**config.mk**
```make
export PLATFORM = sky130hd
export DESIGN_NAME = stepper_ctrl
export DESIGN_NICKNAME = d
export VERILOG_FILES = /design/src/stepper_pkg.sv /design/src/stepper_ctrl.sv /design/src/phase_sequencer.sv
export SDC_FILE = /design/constraint.sdc
export NUM_CORES = 1
export LEC_CHECK = 0
export BUFFER_PORTS_ARGS = -buffer_cell sky130_fd_sc_hd__buf_2
export CORE_AREA = 5 5 185 187
export CTS_BUF_LIST = sky130_fd_sc_hd__clkbuf_4
export DETAILED_ROUTE_END_ITERATION = 6
export DIE_AREA = 0 0 190 192
export HOLD_SLACK_MARGIN = 0.05
export PLACE_DENSITY = 0.47
export REMOVE_ABC_BUFFERS = 1
export SKIP_LAST_GASP = 1
export SYNTH_ARGS = -nofsm -noshare
export SYNTH_HDL_FRONTEND = slang
export SYNTH_HIERARCHICAL = 1
export SYNTH_SLANG_ARGS = --single-unit
```
**constraint.sdc**
```tcl
create_clock -name CLK -period 3.6 [get_ports CLK]
set_clock_uncertainty 0.05 [all_clocks]
set_input_delay 0.72 -clock CLK [delete_from_list [all_inputs] [get_ports CLK]]
set_output_delay 0.72 -clock CLK [all_outputs]
set_load 0.01 [all_outputs]
```
**src/stepper_pkg.sv**
```systemverilog
// Shared constants and types for the stepper phase and bus controller
package stepper_pkg;
  // Clock and timing
  localparam int CLK_PERIOD_NS = 100;
  localparam int WD_UNIT_US = 1000;
  localparam int WD_UNIT_CYC = WD_UNIT_US * 1000 / CLK_PERIOD_NS;
  localparam int STEP_UNIT_US = 10;
  localparam int STEP_UNIT_CYC = STEP_UNIT_US * 1000 / CLK_PERIOD_NS;
  // Bus slave address and reserved codes
  localparam logic [6:0] DEV_ADDR = 7'h20;
  localparam logic [7:0] GCALL_WR = 8'h00;
  localparam logic [7:0] RESET_CODE = 8'h06;
  // Register indexes
  localparam int NREG = 11;
  localparam logic [3:0] R_MODE = 4'h0;
  localparam logic [3:0] R_WDCTL = 4'h1;
  localparam logic [3:0] R_WDTIME = 4'h2;
  localparam logic [3:0] R_DIR = 4'h3;
  localparam logic [3:0] R_OUT = 4'h4;
  localparam logic [3:0] R_IN = 4'h5;
  localparam logic [3:0] R_MASK = 4'h6;
  localparam logic [3:0] R_EDGE = 4'h7;
  localparam logic [3:0] R_FLAG = 4'h8;
  localparam logic [3:0] R_STEP = 4'h9;
  localparam logic [3:0] R_MOTOR = 4'ha;
  localparam logic [7:0] REG_RESET = 8'h00;
  // Field positions
  localparam int MODE_INT_OFF = 5;
  localparam int WD_EN_BIT = 0;
  localparam int WD_FLAG_BIT = 3;
  localparam int RUN_BIT = 7;
  localparam int CCW_BIT = 0;
  // Half-step table, entry i in nibble i: D,DC,C,CB,B,BA,A,AD
  localparam logic [31:0] PHASE_TABLE = 32'h98c46231;
  localparam logic [2:0] CW_HOME = 3'h0;
  localparam logic [2:0] CCW_HOME = 3'h6;
  // Pins idle high at reset
  localparam logic [6:0] SYNC_INIT = 7'h7f;
  typedef enum logic [1:0] {
    DRV_WAVE = 2'b00,
    DRV_TWO = 2'b01,
    DRV_HALF = 2'b10,
    DRV_HALF_ALT = 2'b11
  } drive_t;
  typedef enum logic [2:0] {
    ST_IDLE = 3'b000,
    ST_ADDR = 3'b001,
    ST_PTR = 3'b010,
    ST_WDATA = 3'b011,
    ST_RDATA = 3'b100,
    ST_GCODE = 3'b101,
    ST_GMORE = 3'b110,
    ST_SKIP = 3'b111
  } bus_st_t;
  typedef struct packed {
    logic rst_n;
    logic scl;
    logic sda;
    logic [3:0] gpio;
  } pins_t;
  typedef struct packed {
    logic run;
    logic ccw;
    drive_t drive;
  } motor_cmd_t;
endpackage

```
**src/stepper_ctrl.sv**
```systemverilog
// Top level: bus slave, resets, interrupt, watchdog and step timing
`timescale 1ns/1ps
// Operation
// - Reset pin low holds everything at defaults
// - Acknowledge general call write, refuse read
// - Acknowledge only reset code after call
// - Refuse every byte after reset code
// - Reset code then stop resets device
// - Repeated start after code cancels reset
// - Watchdog expiry sets flag and interrupt
// - Pin interrupt needs input, mask, edge
// - Mode bit five disables interrupt pin
// - Pin interrupt sets its status flag
// - Interrupt pin open-drain, low when pending
// - Wave drive: one winding, D C B A
// - Two-phase: adjacent pairs D+C onward
// - Half-step: eight patterns from D
// - Start and stop seen while clock high
// - Data stable in clock high phase
// - Slave pulls data low on ninth pulse
// - Master refusal makes transmitter release line
// - Multi-byte writes advance pointer, byte reads
// - First start energizes reference coil uncounted
// - Later starts resume last stop pattern
module stepper_ctrl #(
  parameter int WD_UNIT_CYCLES = stepper_pkg::WD_UNIT_CYC
) (
  input wire logic CLK,
  input wire logic ARST_N,
  input wire logic RESET_N,
  input wire logic SCL_IN,
  input wire logic SDA_IN,
  output logic SDA_OUT,
  output logic SDA_OE,
  output logic INT_N_OUT,
  output logic INT_N_OE,
  input wire logic [3:0] GPIO_IN,
  output logic [3:0] GPIO_OUT,
  output logic [3:0] GPIO_OE,
  output logic COIL_DRIVE_FIRST,
  output logic COIL_DRIVE_SECOND,
  output logic COIL_DRIVE_THIRD,
  output logic COIL_DRIVE_FOURTH
);
  stepper_pkg::pins_t s1_reg;
  stepper_pkg::pins_t s2_reg;
  stepper_pkg::pins_t s3_reg;
  stepper_pkg::pins_t pin_reg;
  stepper_pkg::pins_t pin_prev_reg;
  stepper_pkg::pins_t pin_next;
  stepper_pkg::bus_st_t st_reg;
  stepper_pkg::bus_st_t st_next;
  stepper_pkg::bus_st_t nxt_reg;
  stepper_pkg::bus_st_t nxt_next;
  logic [3:0] cnt_reg;
  logic [3:0] cnt_next;
  logic [7:0] sh_reg;
  logic [7:0] sh_next;
  logic [7:0] tx_reg;
  logic [7:0] tx_next;
  logic [3:0] ptr_reg;
  logic [3:0] ptr_next;
  logic ack_reg;
  logic ack_next;
  logic oe_reg;
  logic oe_next;
  logic gc_reg;
  logic gc_next;
  logic bus_reset_call_reg;
  logic [7:0] regs_reg [stepper_pkg::NREG];
  logic [3:0] int_flag_reg;
  logic wd_flag_reg;
  logic int_oe_reg;
  logic [13:0] wd_pre_reg;
  logic [7:0] wd_cnt_reg;
  logic run_q_reg;
  logic [6:0] step_pre_reg;
  logic [7:0] step_cnt_reg;
  logic [3:0] coil;
  stepper_pkg::motor_cmd_t cmd;

  // A pin change counts once the second and third stages agree
  wire stepper_pkg::pins_t pin_raw = {RESET_N, SCL_IN, SDA_IN, GPIO_IN};
  wire logic [6:0] agree = ~(s2_reg ^ s3_reg);
  assign pin_next = (agree & s3_reg) | (~agree & pin_reg);

  always_ff @(posedge CLK or negedge ARST_N) begin
    if (!ARST_N) begin
      s1_reg <= stepper_pkg::SYNC_INIT;
      s2_reg <= stepper_pkg::SYNC_INIT;
      s3_reg <= stepper_pkg::SYNC_INIT;
      pin_reg <= stepper_pkg::SYNC_INIT;
      pin_prev_reg <= stepper_pkg::SYNC_INIT;
    end else begin
      s1_reg <= pin_raw;
      s2_reg <= s1_reg;
      s3_reg <= s2_reg;
      pin_reg <= pin_next;
      pin_prev_reg <= pin_reg;
    end
  end

  // Bus events; a data change while the clock is high is control
  wire logic scl_hi = pin_reg.scl & pin_prev_reg.scl;
  wire logic scl_rise = pin_reg.scl & ~pin_prev_reg.scl;
  wire logic scl_fall = ~pin_reg.scl & pin_prev_reg.scl;
  wire logic start_det = scl_hi & pin_prev_reg.sda & ~pin_reg.sda;
  wire logic stop_det = scl_hi & ~pin_prev_reg.sda & pin_reg.sda;
  // Reset pin level and the software reset both clear all state but the pin synchronizers
  wire logic clr = ~pin_reg.rst_n | bus_reset_call_reg;

  // Byte decode at the end of the eighth bit
  wire logic rx_st = st_reg inside {stepper_pkg::ST_ADDR,
    stepper_pkg::ST_PTR, stepper_pkg::ST_WDATA,
    stepper_pkg::ST_GCODE, stepper_pkg::ST_GMORE};
  wire logic decide = scl_fall & rx_st & ~ack_reg & (cnt_reg == 4'h8);
  wire logic ack_end = scl_fall & ack_reg & (st_reg != stepper_pkg::ST_SKIP);
  wire logic own_hit = sh_reg[7:1] == stepper_pkg::DEV_ADDR;
  wire logic gc_wr = sh_reg == stepper_pkg::GCALL_WR;
  wire logic code_ok = sh_reg == stepper_pkg::RESET_CODE;
  wire logic load_tx = ack_end & (nxt_reg == stepper_pkg::ST_RDATA);
  wire logic mst_nack = scl_rise & ack_reg & pin_reg.sda &
                        (st_reg == stepper_pkg::ST_RDATA);

  // Register port: write on the data byte decision, read at load
  wire logic wr_en = decide & (st_reg == stepper_pkg::ST_WDATA);
  wire logic [3:0] wr_idx = ptr_reg;
  wire logic [7:0] wr_data = sh_reg;
  wire logic ptr_ok = ptr_reg < 4'(stepper_pkg::NREG);
  wire logic [7:0] reg_sel = ptr_ok ? regs_reg[ptr_reg] : 8'h00;
  wire logic [7:0] wd_view = {reg_sel[7:4], wd_flag_reg, reg_sel[2:0]};
  wire logic [7:0] rd_data =
    (ptr_reg == stepper_pkg::R_IN) ? {4'h0, pin_reg.gpio} :
    (ptr_reg == stepper_pkg::R_FLAG) ? {4'h0, int_flag_reg} :
    (ptr_reg == stepper_pkg::R_WDCTL) ? wd_view : reg_sel;

  // Bus slave next state; start and stop override any bit in flight
  always_comb begin
    st_next = st_reg;
    nxt_next = nxt_reg;
    cnt_next = cnt_reg;
    sh_next = sh_reg;
    tx_next = tx_reg;
    ptr_next = ptr_reg;
    ack_next = ack_reg;
    oe_next = oe_reg;
    gc_next = gc_reg;
    if (start_det) begin
      st_next = stepper_pkg::ST_ADDR;
      cnt_next = 4'h0;
      ack_next = 1'b0;
      oe_next = 1'b0;
      gc_next = 1'b0;
    end else if (stop_det) begin
      st_next = stepper_pkg::ST_IDLE;
      ack_next = 1'b0;
      oe_next = 1'b0;
      gc_next = 1'b0;
    end else if (scl_rise & ~ack_reg & (st_reg != stepper_pkg::ST_SKIP)
                 & (st_reg != stepper_pkg::ST_IDLE)) begin
      sh_next = {sh_reg[6:0], pin_reg.sda};
      cnt_next = cnt_reg + 4'h1;
    end else if (mst_nack) begin
      st_next = stepper_pkg::ST_SKIP;
    end else if (decide) begin
      ack_next = 1'b1;
      case (st_reg)
        stepper_pkg::ST_ADDR: begin
          oe_next = own_hit | gc_wr;
          nxt_next = own_hit ? (sh_reg[0] ? stepper_pkg::ST_RDATA
                                          : stepper_pkg::ST_PTR)
                   : gc_wr ? stepper_pkg::ST_GCODE : stepper_pkg::ST_SKIP;
        end
        stepper_pkg::ST_PTR: begin
          oe_next = 1'b1;
          ptr_next = sh_reg[3:0];
          nxt_next = stepper_pkg::ST_WDATA;
        end
        stepper_pkg::ST_WDATA: begin
          oe_next = 1'b1;
          ptr_next = ptr_reg + 4'h1;
          nxt_next = stepper_pkg::ST_WDATA;
        end
        stepper_pkg::ST_GCODE: begin
          oe_next = code_ok;
          gc_next = code_ok;
          nxt_next = code_ok ? stepper_pkg::ST_GMORE : stepper_pkg::ST_SKIP;
        end
        default: begin
          oe_next = 1'b0;
          gc_next = 1'b0;
          nxt_next = stepper_pkg::ST_SKIP;
        end
      endcase
    end else if (scl_fall & ~ack_reg & (st_reg == stepper_pkg::ST_RDATA)) begin
      if (cnt_reg == 4'h8) begin
        ack_next = 1'b1; // Release for the master's answer
        oe_next = 1'b0;
      end else begin
        tx_next = {tx_reg[6:0], 1'b1};
        oe_next = ~tx_reg[6];
      end
    end else if (ack_end) begin
      ack_next = 1'b0;
      cnt_next = 4'h0;
      st_next = nxt_reg;
      tx_next = rd_data;
      oe_next = load_tx & ~rd_data[7];
    end
  end

  // Bus slave state; the software reset fires on the stop only
  always_ff @(posedge CLK or negedge ARST_N) begin
    if (!ARST_N) begin
      st_reg <= stepper_pkg::ST_IDLE;
      nxt_reg <= stepper_pkg::ST_IDLE;
      cnt_reg <= 4'h0;
      sh_reg <= 8'h00;
      tx_reg <= 8'h00;
      ptr_reg <= 4'h0;
      ack_reg <= 1'b0;
      oe_reg <= 1'b0;
      gc_reg <= 1'b0;
      bus_reset_call_reg <= 1'b0;
    end else if (clr) begin
      st_reg <= stepper_pkg::ST_IDLE;
      nxt_reg <= stepper_pkg::ST_IDLE;
      cnt_reg <= 4'h0;
      sh_reg <= 8'h00;
      tx_reg <= 8'h00;
      ptr_reg <= 4'h0;
      ack_reg <= 1'b0;
      oe_reg <= 1'b0;
      gc_reg <= 1'b0;
      bus_reset_call_reg <= 1'b0;
    end else begin
      st_reg <= st_next;
      nxt_reg <= nxt_next;
      cnt_reg <= cnt_next;
      sh_reg <= sh_next;
      tx_reg <= tx_next;
      ptr_reg <= ptr_next;
      ack_reg <= ack_next;
      oe_reg <= oe_next;
      gc_reg <= gc_next;
      bus_reset_call_reg <= stop_det & gc_reg;
    end
  end

  // Register file; read-only entries are shadowed by live state
  genvar gi;
  generate
    for (gi = 0; gi < stepper_pkg::NREG; gi++) begin : g_reg
      wire logic hit = wr_en & (wr_idx == 4'(gi));
      always_ff @(posedge CLK or negedge ARST_N) begin
        if (!ARST_N) begin
          regs_reg[gi] <= stepper_pkg::REG_RESET;
        end else if (clr) begin
          regs_reg[gi] <= stepper_pkg::REG_RESET;
        end else if (hit) begin
          regs_reg[gi] <= wr_data;
        end
      end
    end
  endgenerate

  // Pin interrupts: input direction, unmasked, selected edge
  wire logic [3:0] dir_out = regs_reg[stepper_pkg::R_DIR][3:0];
  wire logic [3:0] mask_en = regs_reg[stepper_pkg::R_MASK][3:0];
  wire logic [7:0] edge_sel = regs_reg[stepper_pkg::R_EDGE];
  wire logic [3:0] g_rise = pin_reg.gpio & ~pin_prev_reg.gpio;
  wire logic [3:0] g_fall = ~pin_reg.gpio & pin_prev_reg.gpio;
  wire logic [3:0] pin_evt = ~dir_out & mask_en &
    ((g_rise & edge_sel[3:0]) | (g_fall & edge_sel[7:4]));
  wire logic flag_rd = load_tx & (ptr_reg == stepper_pkg::R_FLAG);
  // Set wins over the clear-on-read so no edge is lost
  wire logic [3:0] flag_next = pin_evt |
    (flag_rd ? 4'h0 : int_flag_reg);

  // Watchdog counts units since the last register write
  wire logic wd_en = regs_reg[stepper_pkg::R_WDCTL][stepper_pkg::WD_EN_BIT];
  wire logic [7:0] wd_time = regs_reg[stepper_pkg::R_WDTIME];
  wire logic wd_kick = wr_en | ~wd_en;
  wire logic unit_done = wd_pre_reg == 14'(WD_UNIT_CYCLES - 1);
  wire logic wd_expire = wd_en & unit_done &
    ({1'b0, wd_cnt_reg} + 9'h001 >= {1'b0, wd_time});
  wire logic wd_clr = wr_en & (wr_idx == stepper_pkg::R_WDCTL) &
                      ~wr_data[stepper_pkg::WD_FLAG_BIT];
  wire logic int_off = regs_reg[stepper_pkg::R_MODE][stepper_pkg::MODE_INT_OFF];
  wire logic pending = (|int_flag_reg) | wd_flag_reg;

  // Interrupt flags, watchdog and pin drive
  always_ff @(posedge CLK or negedge ARST_N) begin
    if (!ARST_N) begin
      int_flag_reg <= 4'h0;
      wd_flag_reg <= 1'b0;
      int_oe_reg <= 1'b0;
      wd_pre_reg <= 14'h0000;
      wd_cnt_reg <= 8'h00;
    end else if (clr) begin
      int_flag_reg <= 4'h0;
      wd_flag_reg <= 1'b0;
      int_oe_reg <= 1'b0;
      wd_pre_reg <= 14'h0000;
      wd_cnt_reg <= 8'h00;
    end else begin
      int_flag_reg <= flag_next;
      wd_flag_reg <= wd_expire | (wd_flag_reg & ~wd_clr);
      int_oe_reg <= pending & ~int_off;
      wd_pre_reg <= (wd_kick | unit_done) ? 14'h0000 : wd_pre_reg + 14'h0001;
      wd_cnt_reg <= (wd_kick | wd_expire) ? 8'h00
                  : unit_done ? wd_cnt_reg + 8'h01 : wd_cnt_reg;
    end
  end

  // Step period timer restarts on each start, so the first advance
  // comes one full period after the resumed pattern appears
  wire logic run = regs_reg[stepper_pkg::R_MOTOR][stepper_pkg::RUN_BIT];
  wire logic ccw = regs_reg[stepper_pkg::R_MOTOR][stepper_pkg::CCW_BIT];
  wire logic step_hold = ~run | ~run_q_reg;
  wire logic su_done = step_pre_reg == 7'(stepper_pkg::STEP_UNIT_CYC - 1);
  wire logic step_tick = ~step_hold & su_done &
    ({1'b0, step_cnt_reg} + 9'h001 >=
     {1'b0, regs_reg[stepper_pkg::R_STEP]});
  assign cmd = {run, ccw, regs_reg[stepper_pkg::R_MODE][1:0]};

  always_ff @(posedge CLK or negedge ARST_N) begin
    if (!ARST_N) begin
      run_q_reg <= 1'b0;
      step_pre_reg <= 7'h00;
      step_cnt_reg <= 8'h00;
    end else if (clr) begin
      run_q_reg <= 1'b0;
      step_pre_reg <= 7'h00;
      step_cnt_reg <= 8'h00;
    end else begin
      run_q_reg <= run;
      step_pre_reg <= (step_hold | su_done) ? 7'h00 : step_pre_reg + 7'h01;
      step_cnt_reg <= (step_hold | step_tick) ? 8'h00
                    : su_done ? step_cnt_reg + 8'h01 : step_cnt_reg;
    end
  end

  phase_sequencer u_seq (
    .clk(CLK),
    .arst_n(ARST_N),
    .clr(clr),
    .cmd(cmd),
    .step_tick(step_tick),
    .coil(coil)
  );

  // Open-drain lines only ever pull low; enables carry the state
  assign SDA_OUT = 1'b0;
  assign SDA_OE = oe_reg;
  assign INT_N_OUT = 1'b0;
  assign INT_N_OE = int_oe_reg;
  assign GPIO_OUT = regs_reg[stepper_pkg::R_OUT][3:0];
  assign GPIO_OE = dir_out;
  assign COIL_DRIVE_FIRST = coil[0];
  assign COIL_DRIVE_SECOND = coil[1];
  assign COIL_DRIVE_THIRD = coil[2];
  assign COIL_DRIVE_FOURTH = coil[3];
endmodule // stepper_ctrl

```
**src/phase_sequencer.sv**
```systemverilog
// Coil phase sequence generator for wave, two-phase and half-step drive
`timescale 1ns/1ps
module phase_sequencer (
  input wire logic clk,
  input wire logic arst_n,
  input wire logic clr,
  input wire stepper_pkg::motor_cmd_t cmd,
  input wire logic step_tick,
  output logic [3:0] coil
);
  logic [2:0] pos_reg;
  logic [2:0] pos_next;
  logic started_reg;
  logic run_q_reg;
  logic [3:0] coil_reg;
  logic [3:0] coil_next;

  // Position walks the half-step table; full modes use every other entry
  wire logic start = cmd.run & ~run_q_reg;
  wire logic wave = cmd.drive == stepper_pkg::DRV_WAVE;
  wire logic two = cmd.drive == stepper_pkg::DRV_TWO;
  wire logic [2:0] stride = (wave | two) ? 3'h2 : 3'h1;
  wire logic [2:0] home = cmd.ccw ? stepper_pkg::CCW_HOME
                                  : stepper_pkg::CW_HOME;
  wire logic [2:0] walk = cmd.ccw ? pos_reg - stride
                                  : pos_reg + stride;
  wire logic advance = cmd.run & run_q_reg & step_tick;
  assign pos_next = (start & ~started_reg) ? home
                  : advance ? walk : pos_reg;
  wire logic [2:0] idx = wave ? {pos_next[2:1], 1'b0}
                       : two ? {pos_next[2:1], 1'b1}
                       : pos_next;
  // Bit 0 is winding D on the first output, bit 3 winding A
  wire logic [3:0] pattern =
    stepper_pkg::PHASE_TABLE[{idx, 2'b00} +: 4];
  // Coils are released while stopped; position is kept for the restart
  assign coil_next = cmd.run ? pattern : 4'h0;
  assign coil = coil_reg;

  // Sequencer state
  always_ff @(posedge clk or negedge arst_n) begin
    if (!arst_n) begin
      pos_reg <= 3'h0;
      started_reg <= 1'b0;
      run_q_reg <= 1'b0;
      coil_reg <= 4'h0;
    end else if (clr) begin
      pos_reg <= 3'h0;
      started_reg <= 1'b0;
      run_q_reg <= 1'b0;
      coil_reg <= 4'h0;
    end else begin
      pos_reg <= pos_next;
      started_reg <= started_reg | start;
      run_q_reg <= cmd.run;
      coil_reg <= coil_next;
    end
  end
endmodule // phase_sequencer

```
==> reports/results.ini, run 1 <==
[run_status]
status=finished clean

[die]
ios=25
fp.dieH_um=192
rows=66
die_area_um2=36500
initial_utilization_pct=32.5
core_region_area_um2=32300
die_width_um=190

[placement]
dpl_worst_slack_ns=0.0272
dp_hpwl_mm=18.0
placement.io_buffers=22
gp_congestion=0.818

[yosys]
synthesis.area_um2=10500
synth_most_common_cell=dfrtp_1
synth_top_area_share_pct=41.5
postSynth.asyncResetShare_pct=100
ys_types=78
synthTopCellsByCount=dfrtp_1, nand2_1, nor2_1
netlist_top_cells_area=dfrtp_1, dfstp_2, mux2i_1
ys_warn_count=6
synth-edff-count=0
ys_ff_latch=208
synth_area_per_cell_um2=10.2
yosysSeqAreaShare_pct=50.0
synth_cells=1031
yosys.area.top_type=dfrtp_1
ys.flop_type=dfrtp_1

[drt]
route.detailed.drc=0
drt-pass1-iter-count=4
drt-initial-drc-count=479
vias_per_cell=4.97
vias=7792
ant_nets=0
routedWlPerCell_um=17.6
wl_mm=27.6

[cells_and_area]
nNetsFinal=1122
fillCellCount=3271
synthToLayoutAreaGrowth_pct=13.8
largest_register_ffs=55
drive_gt1_share_pct=19.4

[global_routing]
first_global_vias=7752
grt_max_degree=88
antenna_found_initial=1
grt.total_usage_pct=15.2
grt_pass1_wl_mm=44.4
gr-total-overflow=0

[timing]
timing.final.ws_setup_ns=0.151
worstMarginPinSlew_ns=0.903
slew_viol_final=0
relSlewSlack_pct=39.8
fin_crit_ns=3.45
setup_violations=0
hold_violations=0
max_freq_mhz=290
fin_crit_sh_pct=95.8

[worst_setup_path]
worstSetupStartpointType=flop
path_cells=buf_4, and3_1, nand3_1, nor2_1, xor2_1, ha_1, nand3_1, o22ai_1, a311oi_1, o31ai_2, nor3b_1, buf_4, and4b_1, o31ai_1, a21oi_1, o211a_1
r2r_start=step_cnt_reg[0]
cp.required_ns=4.11
crit_arrival_ns=3.96
worstRegToRegCells=16
regToRegEndpoint=u_seq/coil[2]
r2r_slack_ns=0.15
cp_max_fo=5
path_class=flop to flop
critPathMaxStageDelay_ns=0.39
endpoint_kind=flop
cpMaxStageDelayCell=o31ai_1

[clocking]
clock-sinks=208
cts_max_path_buffers=3
cts_inserted_buffers=60
insertion_delay_ns=0.70
clk_pin_slew_ns=0.07
clockRootBuffer=clkbuf_4
htreeDepth=2
tritoncts=yes

[power]
total_power_mw=4.81
leakage_nw=5.39
p_per_area_nw_per_um2=403
ir_worst_vdd_v=0.000259

[hold_path]
min-delay-start=s1_reg[1]
worstHoldEndpoint=s2_reg[1]
hold-path-cell-count=0
hold_path_class=flop to flop

[run]
drv_cap=0

## worst max-delay path: cells and delay by family, from the launching register on
kind	cells	cell delay [ns]
AO/OA/AOI/OAI	6	1.24
XOR/XNOR	1	0.23
adder cells (fa/ha/maj)	1	0.28
buffers and inverters	2	0.30
flip-flops	1	0.36
AND/OR/NAND/NOR	6	0.88
## metal layers
| metal | wire (um) | global-route usage (%) |
|---|---|---|
| met5 | 0 | 0 |
| met1 | 13300 | 21.7 |
| met4 | 538 | 4.12 |
| met2 | 12500 | 23.8 |
| met3 | 1230 | 2.74 |
## metrics by stage
step	area [um2]	instances	setup TNS [ns]	util, %	hold slack [ns]
2_1_floorplan	10200	967	0	-	0.295
3_3_place_gp	11000	1452	0	34.2	0.296
3_5_place_dp	11000	1452	0	34.2	0.297
4_1_cts	11900	1564	0	36.8	0.307
5_1_grt	11900	1569	-0.0391	37.0	0.313
6_report	11900	1569	0	37.0	0.306
## power breakdown
part           internal [mW]  total, mW  switching [mW]
sequential              2.39       2.41          0.0257
clock                   1.21       2.23            1.03
combinational         0.0422      0.168           0.125
## cells in the final DEF (no fill, tap or decap), types with 11 or more instances in the layout
| cell | count |
|---|---|
| xor2_1 | 15 |
| mux4_2 | 16 |
| and2_1 | 14 |
| nand3_1 | 29 |
| nor2b_1 | 12 |
| inv_1 | 36 |
| buf_2 | 21 |
| o21ai_0 | 35 |
| nor2_1 | 127 |
| nand2_1 | 128 |
| mux2i_1 | 69 |
| ha_1 | 27 |
| a22o_1 | 13 |
| dfstp_2 | 34 |
| buf_4 | 23 |
| clkbuf_4 | 91 |
| a21oi_1 | 63 |
| xnor2_1 | 19 |
| and3_1 | 11 |
| dfrtp_1 | 173 |
## kinds of logic (layout without fill, tap and decap cells)
family / Yosys count / after routing / synth area share [%]
AND/OR/NAND/NOR: 392 / 392 / 17.9
other: 1 / 3 / 0.0357
XOR/XNOR: 34 / 34 / 2.84
buffers and inverters: 102 / 196 / 4.43
flip-flops: 208 / 208 / 50.0
AO/OA/AOI/OAI: 173 / 173 / 10.6
adder cells (fa/ha/maj): 35 / 35 / 4.08
multiplexers: 86 / 86 / 10.1
## repair_timing
item / in CTS / in global routing
hold endpoints to repair: 76 / 0
endpoints found under the setup margin: 1 / 5
cloned: 0 / 0
hold buffers: 8 / 0
pin swaps: 0 / 4
gates resized for setup: 0 / 4
buffers inserted: 1 / 4
## area by class of cell
cell class              instances  area, um2  area share, %
clock inverters                12       76.3          0.639
clock buffers                  91        683           5.72
flip-flops and latches        208       5250           44.0
repair buffers                 56        433           3.63
multi-input cells             722       4800           40.2
inverters                      37        140           1.17
well taps                     442        553           4.63
diodes                          1       2.50         0.0210
## worst max path at each step
stage                     from             to  slack, ns  cells past startpoint
4_1_cts        step_cnt_reg[1]  u_seq/coil[0]       0.03                     16
5_1_grt        step_cnt_reg[0]  u_seq/coil[0]      -0.02                     17
3_5_place_dp   step_cnt_reg[0]  u_seq/coil[0]       0.03                     16
3_3_place_gp   step_cnt_reg[0]  u_seq/coil[0]       0.15                     16
2_1_floorplan  step_cnt_reg[0]  u_seq/coil[0]       0.49                     15
6_report       step_cnt_reg[0]  u_seq/coil[2]       0.15                     16
Power figures use the tool's default switching activity.
==> inputs of run 2 (changes only) <==
- CTS_BUF_LIST: sky130_fd_sc_hd__clkbuf_4 -> unset
==> reports/results.ini, run 2 (synthesis results as in run 1) <==
[worst_setup_path]
cp_max_fo=6  ; +1
path_class=flop to flop
cp.required_ns=4.00  ; -0.11 ns
path_cells=ha_1, nand3_2, nor2_2, xor2_1, ha_1, a21oi_1, o22ai_1, a311oi_1, o31ai_2, nor3b_1, buf_4, and3_2, a211oi_2, a21oi_2, a21o_1, a211oi_2
crit_arrival_ns=3.78  ; -0.18 ns
endpoint_kind=flop
worstSetupStartpointType=flop
critPathMaxStageDelay_ns=0.40  ; about the same
cpMaxStageDelayCell=dfrtp_2

[clocking]
clk_pin_slew_ns=0.06  ; about the same
tritoncts=yes
insertion_delay_ns=0.55  ; -0.15 ns
clock-sinks=208  ; unchanged
cts_inserted_buffers=26  ; -57%
htreeDepth=1  ; -1
clockRootBuffer=clkbuf_16
cts_max_path_buffers=3  ; unchanged

[power]
total_power_mw=5.36  ; +11%
p_per_area_nw_per_um2=446  ; +11%
ir_worst_vdd_v=0.000294  ; +13%
leakage_nw=5.34  ; -0.97%

[cells_and_area]
drive_gt1_share_pct=15.5  ; -4.0 points
antenna_cells=0  ; -1
nNetsFinal=1077  ; -4.0%
synthToLayoutAreaGrowth_pct=14.4
mostFrequentLayoutCells=dfrtp_1, nand2_1, nor2_1, mux2i_1, a21oi_1
fin_area_um2=12000  ; +0.52%
final_common_cell=dfrtp_1
largest_register_ffs=55  ; unchanged

[global_routing]
gr-total-overflow=0  ; unchanged
first_global_vias=7409  ; -4.4%
grt.total_usage_pct=14.9  ; -0.28 points
grt_busiest_layer=met2
use_met1_pct=21.9  ; +0.27 points
antenna_found_initial=0  ; -1
use_met3_pct=1.76  ; -0.98 points
grt_pass1_wl_mm=43.7  ; -1.6%
grt_max_degree=88  ; unchanged
use_met2_pct=23.6  ; -0.18 points

[timing]
fin_crit_ns=3.38  ; -0.0658 ns
slew_viol_final=0  ; unchanged
setup_violations=0  ; unchanged
fin_crit_sh_pct=94.0  ; -1.8 points
max_freq_mhz=296  ; +1.9%
relSlewSlack_pct=39.6  ; -0.14 points
worstMarginPinSlew_ns=0.905  ; +0.00211 ns
tns_ns=0  ; unchanged
hold_violations=0  ; unchanged

[run_status]
status=finished clean

[placement]
gp_congestion=0.818  ; unchanged
place_area_um2=11000  ; unchanged
placement.io_buffers=22  ; unchanged
dp_hpwl_mm=18.0  ; unchanged

[die]
die_area_um2=36500  ; unchanged
rows=66  ; unchanged
die_width_um=190  ; unchanged
core_region_area_um2=32300  ; unchanged
fp.dieH_um=192  ; unchanged
initial_utilization_pct=32.5  ; unchanged
ios=25  ; unchanged

[drt]
ant_nets=0  ; unchanged
routedWlPerCell_um=18.1  ; +2.9%
drt-initial-drc-count=485  ; +1.3%
vias=7520  ; -3.5%
route.detailed.drc=0  ; unchanged
drt-pass1-iter-count=4  ; unchanged
wl_mm=27.2  ; -1.5%
vias_per_cell=5.01  ; +0.81%

[run]
drv_cap=0  ; unchanged

[hold_path]
hold_path_class=input pin to async pin

-- run 2: timing repair --
| action | CTS | global route |
|---|---|---|
| buffers inserted | 0 | 2 |
| hold buffers | 0 | 0 |
| endpoints found under the setup margin | 1 | 5 |
| pin swaps | 0 | 4 |
| resized for setup | 1 | 4 |
-- run 2: per-stage QoR --
step | hold WS, ns | setup slack, ns | instances | util [%]
floorplan | 0.295 | 0.491 | 967 | -
global placement | 0.296 | 0.152 | 1452 | 34.2
detailed placement | 0.297 | 0.0272 | 1452 | 34.2
CTS | 0.169 | 0.0345 | 1500 | 37.1
global route | 0.190 | -0.0438 | 1502 | 37.2
finish | 0.164 | 0.217 | 1502 | 37.2
-- run 2: path summary, 6_finish.rpt --
check / slack, ns / endpoint / from / depth (start not counted)
hold / removal: 0.16 / cmd[0] / ARST_N / 1
hold reg to reg: 0.31 / s2_reg[1] / s1_reg[1] / 0
max in group asynchronous: 2.52 / pin_prev_reg[1] / ARST_N / 2
setup / recovery: 0.22 / u_seq/coil[0] / step_cnt_reg[0] / 16
min in group CLK: 0.22 / s1_reg[1] / GPIO_IN[1] / 1
setup reg to reg: 0.22 / u_seq/coil[0] / step_cnt_reg[0] / 16
-- run 2: worst max-delay path, delay by kind of cell, from the launching register on --
family | cells | cell delay, ns
flops | 1 | 0.40
simple gates | 4 | 0.65
compound gates | 8 | 1.35
buf+inv | 1 | 0.15
fa+ha+maj | 2 | 0.49
xor+xnor | 1 | 0.21
-- run 2: area by class of cell --
class | instances | area (um2)
clock inverter | 9 | 176
clock buffer | 39 | 749
sequential | 208 | 5250
fill | 3227 | 20300
multi-input combinational | 722 | 4800
inverter | 37 | 140
tap | 442 | 553
timing repair buffer | 45 | 330
-- run 2: per-layer routing --
metal  routed length, um  vias up
li1                    -     3581
met2               12500      112
met4                 561        0
met1               13300     3792
met5                   0        -
met3                 794       35
-- run 2: report_power, final --
group          switching, mW  internal, mW
combinational          0.124        0.0366
clock                   1.05          1.73
sequential            0.0257          2.39
total                   1.20          4.16
